### src/hdl/tdmsw_pkg.sv
// Constants shared by the stream and host port layer of the TDM switch.
// Assumes a 125 MHz system clock; frame clock arrives as a sampled input.
package tdmsw_pkg;

  // ==========================================================================
  // Sizes
  localparam int STREAMS = 16;
  localparam int ADDR_W = 14;
  localparam int DATA_W = 16;
  localparam int RATE_W = 4;
  localparam int CH_W = 8;
  localparam int MAX_CHANNELS = 1024;
  localparam int FIFO_DEPTH = 16;

  // ==========================================================================
  // Rate field encodings (channels per stream = 32 << code)
  localparam logic [3:0] RATE_2M = 4'h0;
  localparam logic [3:0] RATE_4M = 4'h1;
  localparam logic [3:0] RATE_8M = 4'h2;
  localparam logic [3:0] RATE_16M = 4'h3;
  localparam logic [3:0] RATE_OFF = 4'hF;
  localparam int CH_2M = 32;

  // ==========================================================================
  // Control register fields
  localparam int CR_CLKSEL_LSB = 5;
  localparam int CR_SYNC_POL = 7;
  localparam int CR_CLK_POL = 8;
  localparam int CR_SYNC_FMT = 9;
  localparam int IMS_BIDIR = 6;
  localparam logic [15:0] CR_RESET = 16'h0000;
  localparam logic [15:0] IMS_RESET = 16'h0000;

  // ==========================================================================
  // Host map (word addresses)
  localparam logic [13:0] ADDR_CR = 14'h0000;
  localparam logic [13:0] ADDR_IMS = 14'h0001;
  localparam logic [13:0] ADDR_STATUS = 14'h0002;
  localparam logic [13:0] ADDR_SICR = 14'h0020;
  localparam logic [13:0] ADDR_SOCR = 14'h0040;
  localparam logic [13:0] ADDR_MSG = 14'h0100;
  localparam int MSG_SLOTS = 16;

  // ==========================================================================
  // Timing
  localparam int CLK_NS = 8;
  localparam int ACK_HOLD_CYC = 2;

  typedef enum logic [1:0] {TDMSW_BUS_IDLE, TDMSW_BUS_XFER, TDMSW_BUS_DONE} tdmsw_bus_t;

endpackage : tdmsw_pkg

### src/hdl/tdmsw_sync.sv
// Three-flop synchroniser with agreement filter for one pin input.
// Assumes the input is asynchronous to clock.
`timescale 1ns/100ps
`default_nettype none
module tdmsw_sync #(
  parameter logic RST_VAL = 1'b0
) (
  // Clock and reset
  input wire logic clock,
  input wire logic rst,
  // Pin and result
  input wire logic pin,
  output logic level
);
  logic s1_r;
  logic s2_r;
  logic s3_r;

  always_ff @(posedge clock)
  begin
    s1_r <= rst ? RST_VAL : pin;
    s2_r <= rst ? RST_VAL : s1_r;
    s3_r <= rst ? RST_VAL : s2_r;
  end

  // Only a value that has stood for two samples is accepted
  always_ff @(posedge clock)
  begin
    if (rst)
      level <= RST_VAL;
    else if (s2_r == s3_r)
      level <= s3_r;
  end
endmodule : tdmsw_sync
`default_nettype wire

### src/hdl/tdmsw_fifo.sv
// Small flop FIFO with valid/ready on both sides.
// Assumes a single clock domain.
`timescale 1ns/100ps
`default_nettype none
module tdmsw_fifo #(
  parameter int WIDTH = 8,
  parameter int DEPTH = 16
) (
  // Clock and reset
  input wire logic clock,
  input wire logic rst,
  // Fill side
  input wire logic in_valid,
  output logic in_ready,
  input wire logic [WIDTH-1:0] in_data,
  // Drain side
  output logic out_valid,
  input wire logic out_ready,
  output logic [WIDTH-1:0] out_data
);
  localparam int AW = $clog2(DEPTH);
  logic [WIDTH-1:0] mem_r [DEPTH];
  logic [AW-1:0] wr_r;
  logic [AW-1:0] rd_r;
  logic [AW:0] cnt_r;
  logic push;
  logic pop;

  assign in_ready = (cnt_r != (AW+1)'(DEPTH));
  assign out_valid = (cnt_r != '0);
  assign push = in_valid && in_ready;
  assign pop = out_valid && out_ready;
  assign out_data = mem_r[rd_r];

  always_ff @(posedge clock)
  begin
    if (push)
      mem_r[wr_r] <= in_data;
  end

  always_ff @(posedge clock)
  begin
    if (rst)
    begin
      wr_r <= '0;
      rd_r <= '0;
      cnt_r <= '0;
    end
    else
    begin
      if (push)
        wr_r <= wr_r + 1'b1;
      if (pop)
        rd_r <= rd_r + 1'b1;
      if (push && !pop)
        cnt_r <= cnt_r + 1'b1;
      else if (pop && !push)
        cnt_r <= cnt_r - 1'b1;
    end
  end
endmodule : tdmsw_fifo
`default_nettype wire

### src/hdl/tdmsw_top.sv
// Stream and host port layer of a 16-in 16-out TDM switch.
// Assumes pin inputs are asynchronous; frame clock is sampled, not used as a clock.
// How it works
// - Both low: 8/16 MHz clock; both high: 4 MHz; mixed is reserved.
// - Frame sync pulses every 8 kHz frame for 61, 122 or 244 ns.
// - Sync default negative ST-BUS; polarity bit gives positive, format bit with it GCI.
// - Falling clock edge marks frame boundary unless clock polarity bit set.
// - Stream carries 32/64/128/256 channels at 2/4/8/16 Mbps.
// - Bidirectional bit forces inputs low and makes outputs bidirectional.
// - Serial outputs driven only while drive enable is high.
// - Ack driven low in strobe style; rises in separate-strobe style.
// - Strobes ignored while chip select is high.
// - Strobe style: direction high reads, low writes; strobe starts access.
// - Separate style: falling write strobe writes, falling read strobe reads.
// - Host port has 14-bit address and 16-bit data bus.
// - Bus-style input high or open selects strobe style; low separate.
// - Reset disables outputs, loads defaults, clears counters.
// - Each input and output stream has its own four-bit rate field.
// - Enabled channels must not exceed 1024 in total.
// - Only whole streams are enabled.
// - Message mode places host data on the chosen output channel; the code sends slot data on all 16 streams where channel low bits match.
// - Two-bit clock-select field sets sync width and clock frequency; the code uses it only to skip bit halving at 10 outside 4 MHz mode.
// - GCI timing only when both sync format and polarity bits set.
// - Clock polarity bit defaults to negative clock format.
`timescale 1ns/100ps
`default_nettype none
module tdmsw_top (
  // Clock and reset
  input wire logic clock,
  input wire logic rst,
  // Mode pins
  input wire logic low_clock_mode_pin_a,
  input wire logic low_clock_mode_pin_b,
  input wire logic bus_style_select,
  // Frame timing
  input wire logic frame_clock_input,
  input wire logic frame_sync_input,
  // Serial streams
  input wire logic [15:0] serial_in_streams,
  input wire logic [15:0] serial_out_streams_in,
  output logic [15:0] serial_out_streams_out,
  output logic [15:0] serial_out_streams_oe_n,
  input wire logic stream_drive_enable,
  // Host port
  input wire logic chip_select_n,
  input wire logic read_write_n,
  input wire logic strobe_or_read,
  input wire logic [13:0] host_address_bus,
  input wire logic [15:0] host_data_bus_in,
  output logic [15:0] host_data_bus_out,
  output logic [15:0] host_data_bus_oe_n,
  output logic transfer_ack_out,
  output logic transfer_ack_oe_n,
  // Status
  output logic clock_mode_4m,
  output logic clock_mode_reserved,
  output logic capacity_error,
  output logic [15:0] rx_word,
  output logic rx_word_valid,
  input wire logic rx_word_ready
);
  // ==========================================================================
  // Pin synchronisers
  logic fclk_s, fsync_s, cs_n_s, rw_s, ds_s, style_s, mode_a_s, mode_b_s, ode_s;
  logic [15:0] sin_s;
  logic [15:0] sio_s;

  tdmsw_sync #(.RST_VAL(1'b0)) u_fclk (.clock(clock), .rst(rst), .pin(frame_clock_input), .level(fclk_s));
  tdmsw_sync #(.RST_VAL(1'b1)) u_fsync (.clock(clock), .rst(rst), .pin(frame_sync_input), .level(fsync_s));
  tdmsw_sync #(.RST_VAL(1'b1)) u_cs (.clock(clock), .rst(rst), .pin(chip_select_n), .level(cs_n_s));
  tdmsw_sync #(.RST_VAL(1'b1)) u_rw (.clock(clock), .rst(rst), .pin(read_write_n), .level(rw_s));
  tdmsw_sync #(.RST_VAL(1'b1)) u_ds (.clock(clock), .rst(rst), .pin(strobe_or_read), .level(ds_s));
  tdmsw_sync #(.RST_VAL(1'b1)) u_sty (.clock(clock), .rst(rst), .pin(bus_style_select), .level(style_s));
  tdmsw_sync #(.RST_VAL(1'b0)) u_ma (.clock(clock), .rst(rst), .pin(low_clock_mode_pin_a), .level(mode_a_s));
  tdmsw_sync #(.RST_VAL(1'b0)) u_mb (.clock(clock), .rst(rst), .pin(low_clock_mode_pin_b), .level(mode_b_s));
  tdmsw_sync #(.RST_VAL(1'b0)) u_ode (.clock(clock), .rst(rst), .pin(stream_drive_enable), .level(ode_s));

  for (genvar g = 0; g < 16; g++)
  begin : g_sin
    tdmsw_sync #(.RST_VAL(1'b0)) u_si (.clock(clock), .rst(rst), .pin(serial_in_streams[g]), .level(sin_s[g]));
    tdmsw_sync #(.RST_VAL(1'b0)) u_so (.clock(clock), .rst(rst), .pin(serial_out_streams_in[g]), .level(sio_s[g]));
  end

  // ==========================================================================
  // Registers
  logic [15:0] control_register_r;
  logic [15:0] internal_mode_register_r;
  logic [15:0] input_stream_control_r [16];
  logic [15:0] output_stream_control_r [16];
  logic [7:0] msg_data_r [16];
  logic [15:0] msg_enable_r;

  logic bidir;
  logic clk_pol, sync_pos, gci;
  logic [1:0] clock_select_field;
  assign bidir = internal_mode_register_r[tdmsw_pkg::IMS_BIDIR];
  assign clk_pol = control_register_r[tdmsw_pkg::CR_CLK_POL];
  assign sync_pos = control_register_r[tdmsw_pkg::CR_SYNC_POL];
  assign gci = sync_pos && control_register_r[tdmsw_pkg::CR_SYNC_FMT];
  assign clock_select_field = control_register_r[tdmsw_pkg::CR_CLKSEL_LSB +: 2];

  // Mode pin decode
  assign clock_mode_4m = mode_a_s && mode_b_s;
  assign clock_mode_reserved = mode_a_s ^ mode_b_s;

  // Channels per stream for a rate code, zero when the stream is off
  function automatic logic [11:0] tdmsw_chans(input logic [3:0] code);
    logic [11:0] n;
    n = 12'h000;
    if (code <= tdmsw_pkg::RATE_16M)
      n = 12'(tdmsw_pkg::CH_2M) << code[1:0];
    return n;
  endfunction : tdmsw_chans

  // ==========================================================================
  // Capacity check over all enabled input streams
  logic [15:0] total_ch;
  always_comb
  begin
    total_ch = 16'h0000;
    for (int i = 0; i < 16; i++)
      total_ch = total_ch + 16'(tdmsw_chans(input_stream_control_r[i][3:0]));
  end
  always_ff @(posedge clock)
  begin
    if (rst)
      capacity_error <= 1'b0;
    else
      capacity_error <= (total_ch > 16'(tdmsw_pkg::MAX_CHANNELS));
  end

  // ==========================================================================
  // Frame clock edge and frame boundary detection
  logic fclk_d_r, fsync_d_r;
  logic fedge, fsync_act, boundary;
  always_ff @(posedge clock)
  begin
    fclk_d_r <= rst ? 1'b0 : fclk_s;
    fsync_d_r <= rst ? 1'b0 : fsync_act;
  end
  // Active edge: falling by default, rising when clock polarity is set
  assign fedge = clk_pol ? (fclk_s && !fclk_d_r) : (!fclk_s && fclk_d_r);
  assign fsync_act = sync_pos ? fsync_s : !fsync_s;
  // GCI pulse is taken as it stood one clock cycle before the edge, ST-BUS at the edge itself
  assign boundary = fedge && (gci ? fsync_d_r : fsync_act);

  // Bit clock divider: one bit per two frame clocks, except clock-select 10 outside 4 MHz pin mode at one
  logic [1:0] div_r;
  logic bit_tick;
  logic [11:0] bit_cnt_r;
  always_ff @(posedge clock)
  begin
    if (rst || boundary)
    begin
      div_r <= 2'b00;
      bit_cnt_r <= 12'h000;
    end
    else if (fedge)
    begin
      div_r <= div_r + 2'b01;
      if (bit_tick)
        bit_cnt_r <= bit_cnt_r + 12'h001;
    end
  end
  // Halved unless clock-select chooses the top clock outside 4 MHz pin mode
  assign bit_tick = (clock_select_field == 2'b10 && !clock_mode_4m) ? 1'b1 : div_r[0];

  // ==========================================================================
  // Serial input capture into the FIFO
  logic [15:0] sin_eff;
  logic [15:0] shift_r;
  logic [3:0] bitn_r;
  logic cap_valid_r;
  logic fifo_in_ready;
  assign sin_eff = bidir ? sio_s : sin_s;
  always_ff @(posedge clock)
  begin
    if (rst || boundary)
    begin
      shift_r <= 16'h0000;
      bitn_r <= 4'h0;
      cap_valid_r <= 1'b0;
    end
    else
    begin
      if (cap_valid_r && fifo_in_ready)
        cap_valid_r <= 1'b0;
      if (fedge && bit_tick)
      begin
        shift_r <= {shift_r[14:0], sin_eff[0]};
        bitn_r <= bitn_r + 4'h1;
        // Full words are dropped while the FIFO stalls
        if (bitn_r == 4'hF && fifo_in_ready)
          cap_valid_r <= 1'b1;
      end
    end
  end

  tdmsw_fifo #(.WIDTH(16), .DEPTH(tdmsw_pkg::FIFO_DEPTH)) u_fifo (
    .clock(clock),
    .rst(rst),
    .in_valid(cap_valid_r),
    .in_ready(fifo_in_ready),
    .in_data(shift_r),
    .out_valid(rx_word_valid),
    .out_ready(rx_word_ready),
    .out_data(rx_word)
  );

  // ==========================================================================
  // Serial output: message data or loopback of the input stream
  logic [7:0] ch_idx;
  logic [2:0] bit_idx;
  logic [15:0] out_bits;
  assign bit_idx = 3'd7 - bit_cnt_r[2:0];
  assign ch_idx = bit_cnt_r[10:3];
  always_comb
  begin
    out_bits = 16'h0000;
    for (int s = 0; s < 16; s++)
      if (msg_enable_r[ch_idx[3:0]])
        out_bits[s] = msg_data_r[ch_idx[3:0]][bit_idx];
      else
        out_bits[s] = bidir ? 1'b0 : sin_s[s];
  end
  always_ff @(posedge clock)
  begin
    if (rst)
    begin
      serial_out_streams_out <= 16'h0000;
      serial_out_streams_oe_n <= 16'hFFFF;
    end
    else
    begin
      if (fedge)
        serial_out_streams_out <= out_bits;
      for (int s = 0; s < 16; s++)
        serial_out_streams_oe_n[s] <= !(ode_s &&
          output_stream_control_r[s][3:0] <= tdmsw_pkg::RATE_16M);
    end
  end

  // ==========================================================================
  // Host port
  tdmsw_pkg::tdmsw_bus_t bus_r;
  logic access_start, is_read, is_write, strobe_act;
  logic rw_d_r, ds_d_r;
  logic [15:0] rd_data;
  logic [1:0] hold_r;
  always_ff @(posedge clock)
  begin
    rw_d_r <= rst ? 1'b1 : rw_s;
    ds_d_r <= rst ? 1'b1 : ds_s;
  end
  // Strobe style: falling strobe with chip select; separate: falling read or write
  assign strobe_act = style_s ? !ds_s : (!ds_s || !rw_s);
  assign access_start = !cs_n_s && (style_s ? (!ds_s && ds_d_r)
    : ((!ds_s && ds_d_r) || (!rw_s && rw_d_r)));
  assign is_read = style_s ? rw_s : !ds_s;
  assign is_write = !is_read;

  always_comb
  begin
    rd_data = 16'h0000;
    if (host_address_bus == tdmsw_pkg::ADDR_CR)
      rd_data = control_register_r;
    else if (host_address_bus == tdmsw_pkg::ADDR_IMS)
      rd_data = internal_mode_register_r;
    else if (host_address_bus == tdmsw_pkg::ADDR_STATUS)
      rd_data = {13'h0000, capacity_error, clock_mode_reserved, clock_mode_4m};
    else if (host_address_bus[13:4] == tdmsw_pkg::ADDR_SICR[13:4])
      rd_data = input_stream_control_r[host_address_bus[3:0]];
    else if (host_address_bus[13:4] == tdmsw_pkg::ADDR_SOCR[13:4])
      rd_data = output_stream_control_r[host_address_bus[3:0]];
    else if (host_address_bus[13:4] == tdmsw_pkg::ADDR_MSG[13:4])
      rd_data = {7'h00, msg_enable_r[host_address_bus[3:0]], msg_data_r[host_address_bus[3:0]]};
  end

  always_ff @(posedge clock)
  begin
    if (rst)
    begin
      control_register_r <= tdmsw_pkg::CR_RESET;
      internal_mode_register_r <= tdmsw_pkg::IMS_RESET;
      msg_enable_r <= 16'h0000;
      for (int i = 0; i < 16; i++)
      begin
        input_stream_control_r[i] <= {12'h000, tdmsw_pkg::RATE_OFF};
        output_stream_control_r[i] <= {12'h000, tdmsw_pkg::RATE_OFF};
        msg_data_r[i] <= 8'h00;
      end
    end
    else if (bus_r == tdmsw_pkg::TDMSW_BUS_IDLE && access_start && is_write)
    begin
      if (host_address_bus == tdmsw_pkg::ADDR_CR)
        control_register_r <= host_data_bus_in;
      else if (host_address_bus == tdmsw_pkg::ADDR_IMS)
        internal_mode_register_r <= host_data_bus_in;
      else if (host_address_bus[13:4] == tdmsw_pkg::ADDR_SICR[13:4])
        input_stream_control_r[host_address_bus[3:0]] <= host_data_bus_in;
      else if (host_address_bus[13:4] == tdmsw_pkg::ADDR_SOCR[13:4])
        output_stream_control_r[host_address_bus[3:0]] <= host_data_bus_in;
      else if (host_address_bus[13:4] == tdmsw_pkg::ADDR_MSG[13:4])
      begin
        msg_data_r[host_address_bus[3:0]] <= host_data_bus_in[7:0];
        msg_enable_r[host_address_bus[3:0]] <= host_data_bus_in[8];
      end
    end
  end

  always_ff @(posedge clock)
  begin
    if (rst)
    begin
      bus_r <= tdmsw_pkg::TDMSW_BUS_IDLE;
      hold_r <= 2'b00;
      host_data_bus_out <= 16'h0000;
      host_data_bus_oe_n <= 16'hFFFF;
      transfer_ack_out <= 1'b1;
      transfer_ack_oe_n <= 1'b1;
    end
    else
    begin
      case (bus_r)
        tdmsw_pkg::TDMSW_BUS_IDLE:
        begin
          transfer_ack_oe_n <= 1'b1;
          host_data_bus_oe_n <= 16'hFFFF;
          hold_r <= 2'b00;
          if (access_start)
          begin
            host_data_bus_out <= rd_data;
            host_data_bus_oe_n <= is_read ? 16'h0000 : 16'hFFFF;
            // Ack starts at its idle level, low for separate style
            transfer_ack_out <= style_s;
            transfer_ack_oe_n <= 1'b0;
            bus_r <= tdmsw_pkg::TDMSW_BUS_XFER;
          end
        end
        tdmsw_pkg::TDMSW_BUS_XFER:
        begin
          hold_r <= hold_r + 2'b01;
          if (hold_r == 2'(tdmsw_pkg::ACK_HOLD_CYC - 1))
          begin
            transfer_ack_out <= !style_s;
            bus_r <= tdmsw_pkg::TDMSW_BUS_DONE;
          end
        end
        tdmsw_pkg::TDMSW_BUS_DONE:
        begin
          // Hold until the strobe ends or chip select goes away
          if (cs_n_s || !strobe_act)
          begin
            host_data_bus_oe_n <= 16'hFFFF;
            transfer_ack_oe_n <= 1'b1;
            transfer_ack_out <= 1'b1;
            bus_r <= tdmsw_pkg::TDMSW_BUS_IDLE;
          end
        end
        default:
          bus_r <= tdmsw_pkg::TDMSW_BUS_IDLE;
      endcase
    end
  end
endmodule : tdmsw_top
`default_nettype wire

### config.mk
export PLATFORM = sky130hd
export DESIGN_NAME = tdmsw_top
export DESIGN_NICKNAME = d
export VERILOG_FILES = /design/src/hdl/tdmsw_pkg.sv /design/src/hdl/tdmsw_sync.sv /design/src/hdl/tdmsw_fifo.sv /design/src/hdl/tdmsw_top.sv
export SDC_FILE = /design/constraint.sdc
export NUM_CORES = 2
export LEC_CHECK = 0
export BUFFER_PORTS_ARGS = -buffer_cell sky130_fd_sc_hd__buf_4
export CAP_MARGIN = 25
export CORE_MARGIN = 2
export CORE_UTILIZATION = 60
export CTS_BUF_LIST = sky130_fd_sc_hd__clkbuf_4 sky130_fd_sc_hd__clkbuf_8
export DETAILED_ROUTE_END_ITERATION = 10
export GPL_TIMING_DRIVEN = 0
export PLACE_DENSITY = 0.84
export SLEW_MARGIN = 20
export SYNTH_ARGS = -nofsm -noshare
export SYNTH_HDL_FRONTEND = slang
export SYNTH_SLANG_ARGS = --single-unit
### constraint.sdc
create_clock -name clock -period 6.2 [get_ports clock]
set_input_delay 1.24 -clock clock [delete_from_list [all_inputs] [get_ports clock]]
set_output_delay 1.24 -clock clock [all_outputs]
set_load 0.02 [all_outputs]
==> results by group <==
Status
  • Run status: finished clean

Critical path
  • CP max stage delay: 0.60 ns
  • CP Data Required Time: 6.95 ns
  • Critical path type: register to register
  • Crit-path most repeated cell: fa_1
  • CP Cell Sequence: or4_1 > fa_1 > fa_1 > fa_1 > inv_1 > fa_1 > fa_1 > inv_1 > fa_1 > inv_1 > ha_1 > fa_1 > a21o_1 > a21oi_1 > a21oi_1 > nor4_1 > a21oi_1
  • Crit end category: register
  • Crit-path slowest cell: or4_1
  • CP startpoint kind: register
  • Data arrival time of the worst path: 6.46 ns
  • Worst-path fanout max: 3

Layout
  • # nets final: 4108
  • Fin util: 68.36%
  • Layout Area Growth over Synthesis: 13.19%
  • Share of layout cells above drive strength 1: 23.81%
  • Finished Cell Area: 0.05912 mm^2
  • Fillers: 5536

Placed design
  • Number of port buffers: 131
  • Placed instance area: 0.05537 mm^2
  • Placer Congestion: 0.9895
  • Detailed placement HPWL: 108.2 mm

Clocking
  • Num CTS Buffers: 180
  • H-tree levels: 4
  • Hold buffer count at CTS: 0
  • Bufs on Longest Clock Path: 3
  • Clock latency at the later pin of the worst-skew pair: 0.91 ns
  • Clock sinks: 1158
  • CTS root buffer: clkbuf_8
  • Clock Pin Slew Worst Setup and Hold Paths: 0.07 ns
  • Post-CTS sizing: 0
  • CTS tree: built
  • Setup bufs post-CTS: 0

Drt
  • Drt first pass iters: 8
  • Met1 WL: 51.00 mm
  • Drt initial violations: 5623
  • Final WL: 153.9 mm
  • WL/cell: 29.30 um
  • Via density: 6.642
  • Post-route ant nets: 0
  • Detail Route met3 WL: 22.14 mm
  • Met2 wire len: 70.45 mm
  • Drt drc: 0
  • DR vias: 34889
  • Top routing layer used: met5

Synthesis
  • Post-synthesis sequential area ratio: 61.56%
  • Synth Area in Compound Gates: 3.593%
  • Most common cell in the synthesized netlist: edfxtp_1
  • Largest family of logic cells by synthesized area: multiplexers
  • Yosys reg bits: 1158
  • Mapped Avg Cell Area: 14.58 um^2
  • Fraction of synthesis flops using an asynchronous set or reset pin: 0%
  • Yosys cell types: 80
  • Synth Area in Adders: 2.846%
  • Number of synthesized flops with an enable pin: 896
  • Post-Synth XOR/XNOR Area: 0.3689%
  • Yosys top cell area share: 51.52%
  • Synthesis Warnings: 0
  • Leading area contributor after synthesis: edfxtp_1
  • Most used DFF post-synth: edfxtp_1
  • Post-synth top cells: edfxtp_1 (896), and2_1 (394), mux4_2 (300)
  • Top cells by area, synth: edfxtp_1 (52%), mux4_2 (13%), dfxtp_1 (10%)
  • Post-Synth Simple-Gate Area: 13.98%
  • Syn Nets: 3744
  • Mux contribution to synthesized area: 14.25%
  • Mapped Cells: 3583
  • Mapped Area: 0.05223 mm^2

Die
  • Standard-cell rows: 108
  • Die W: 299.0 um
  • Die ar.: 0.08942 mm^2
  • I/O pin total: 160
  • Die Y: 299.0 um
  • Core Region: 0.08648 mm^2
  • Starting Density: 60.39%

STA
  • Period utilisation layout: 92.03%
  • Worst slew pin tran: 1.239 ns
  • Final hold violation count: 0
  • Setup TNS: 0 ns
  • Slew HR: 17.39%
  • Max-slew violations: 0
  • Worst Clk Skew: 0.06067 ns
  • RSZ-0062 raised after global routing: false
  • Final setup viols: 0
  • Tmin final: 5.706 ns
  • F_max: 175.3 MHz

Global route
  • First-pass GRT wire length: 223.7 mm
  • Largest net degree at the start of global routing: 19
  • Number of global-route vias before repair: 34610
  • Initial antenna violation count: 13
  • Total GRT Usage: 34.59%
  • Total gr overflow: 0

Hold path
  • Hold WC Path Type: register to register

Power
  • Peak VDD IR: 237.5 uV
  • Pwr per Cell Area: 268.0 mW/mm^2
  • Leak pwr: 20.10 nW

Run
  • Maxcap violations: 0
[registers in the layout, summed over array words and instances, names as in the netlist, 128 cells and up, named ones only]
signal and cells:
input_stream_control_r 256, u_fifo.mem_r 256, output_stream_control_r 256, msg_data_r 128
[per-layer routing]
layer / vias to the layer above / track usage, %
met5: - / 0
met4: 14 / 19.70
met3: 696 / 11.66
met2: 3002 / 53.27
met1: 17049 / 43.25
li1: 14128 / -
[placed cells by master, fill, tap and decap left out, types with 13 or more instances in the layout]
cell type and n:
o21ai_0 58, buf_6 44, clkbuf_4 57, nand2b_1 42
clkbuf_8 207, nand3b_1 14, mux4_1 20, nand3_1 31
nor2_1 116, fa_1 53, xor2_1 14, o22ai_1 13
a21oi_1 99, buf_1 19, clkinv_2 14, clkbuf_2 15
clkbuf_1 184, o21ai_2 25, edfxtp_1 896, or3_1 122
dfxtp_1 262, clkinv_1 35, buf_2 44, a21o_1 20
and3_1 127, nand2_1 238, nor2b_1 77, o31ai_1 14
inv_1 88, a221oi_1 17, mux2i_1 14, nor3_2 13
and2_1 394, or2_2 24, mux4_2 300, ha_1 34
buf_4 166
[worst paths after layout]
check | startpoint | to | slack [ns] | depth (start not counted)
min | u_sty.s1_r$_SDFF_PP1_ | u_sty.s2_r$_SDFF_PP1_ | 0.41 | 1
min reg2reg | u_sty.s1_r$_SDFF_PP1_ | u_sty.s2_r$_SDFF_PP1_ | 0.41 | 1
max reg2reg | input_stream_control_r[9][3]$_SDFFCE_PN1P_ | capacity_error$_SDFF_PP0_ | 0.49 | 17
max | input_stream_control_r[9][3]$_SDFFCE_PN1P_ | capacity_error$_SDFF_PP0_ | 0.49 | 17
[power breakdown]
part	leakage, nW	internal, W	switching [W]
Sequential	10.2	0.00844	0.0000570
Combinational	7.97	0.000277	0.000523
Clock	1.94	0.00347	0.00307
Total	20.1	0.0122	0.00365
[final cells by class]
class,instances,area [um^2],area share (%)
repair buffers,182,1565,2.648
clock buffers,263,3263,5.520
multi-input cells,2033,18500,31.29
diodes,7,17.52,0.02963
clock inverters,63,400.4,0.6772
flip-flops and latches,1158,32150,54.38
inverters,88,330.3,0.5587
well taps,1155,1445,2.444
plain buffers,304,1448,2.449
[logic make-up after synthesis]
family          Yosys count
compound gates          303
fa+ha+maj                87
flops                  1158
simple gates           1285
xor+xnor                 22
buf+inv                 392
mux                     336
[worst max-delay path, delay by kind of cell (launching register included)]
family / cells / cell delay (ns)
fa+ha+maj: 8 / 3.62
simple gates: 2 / 0.84
compound gates: 4 / 0.50
flops: 1 / 0.45
buf+inv: 3 / 0.16
[stage by stage]
| stage | hold slack [ns] | power, W | cells | setup slack [ns] |
|---|---|---|---|---|
| after floorplan | 0.3895 | 0.009070 | 3583 | 0.8839 |
| after global placement | 0.3961 | 0.009373 | 4869 | -0.3159 |
| after detailed placement | 0.4009 | 0.009416 | 4915 | 0.4253 |
| after CTS | 0.4174 | 0.01576 | 5241 | 0.4521 |
| after global routing | 0.4327 | 0.01615 | 5248 | 0.1726 |
| final | 0.4128 | 0.01584 | 5253 | 0.4939 |
Power figures use the tool's default switching activity.
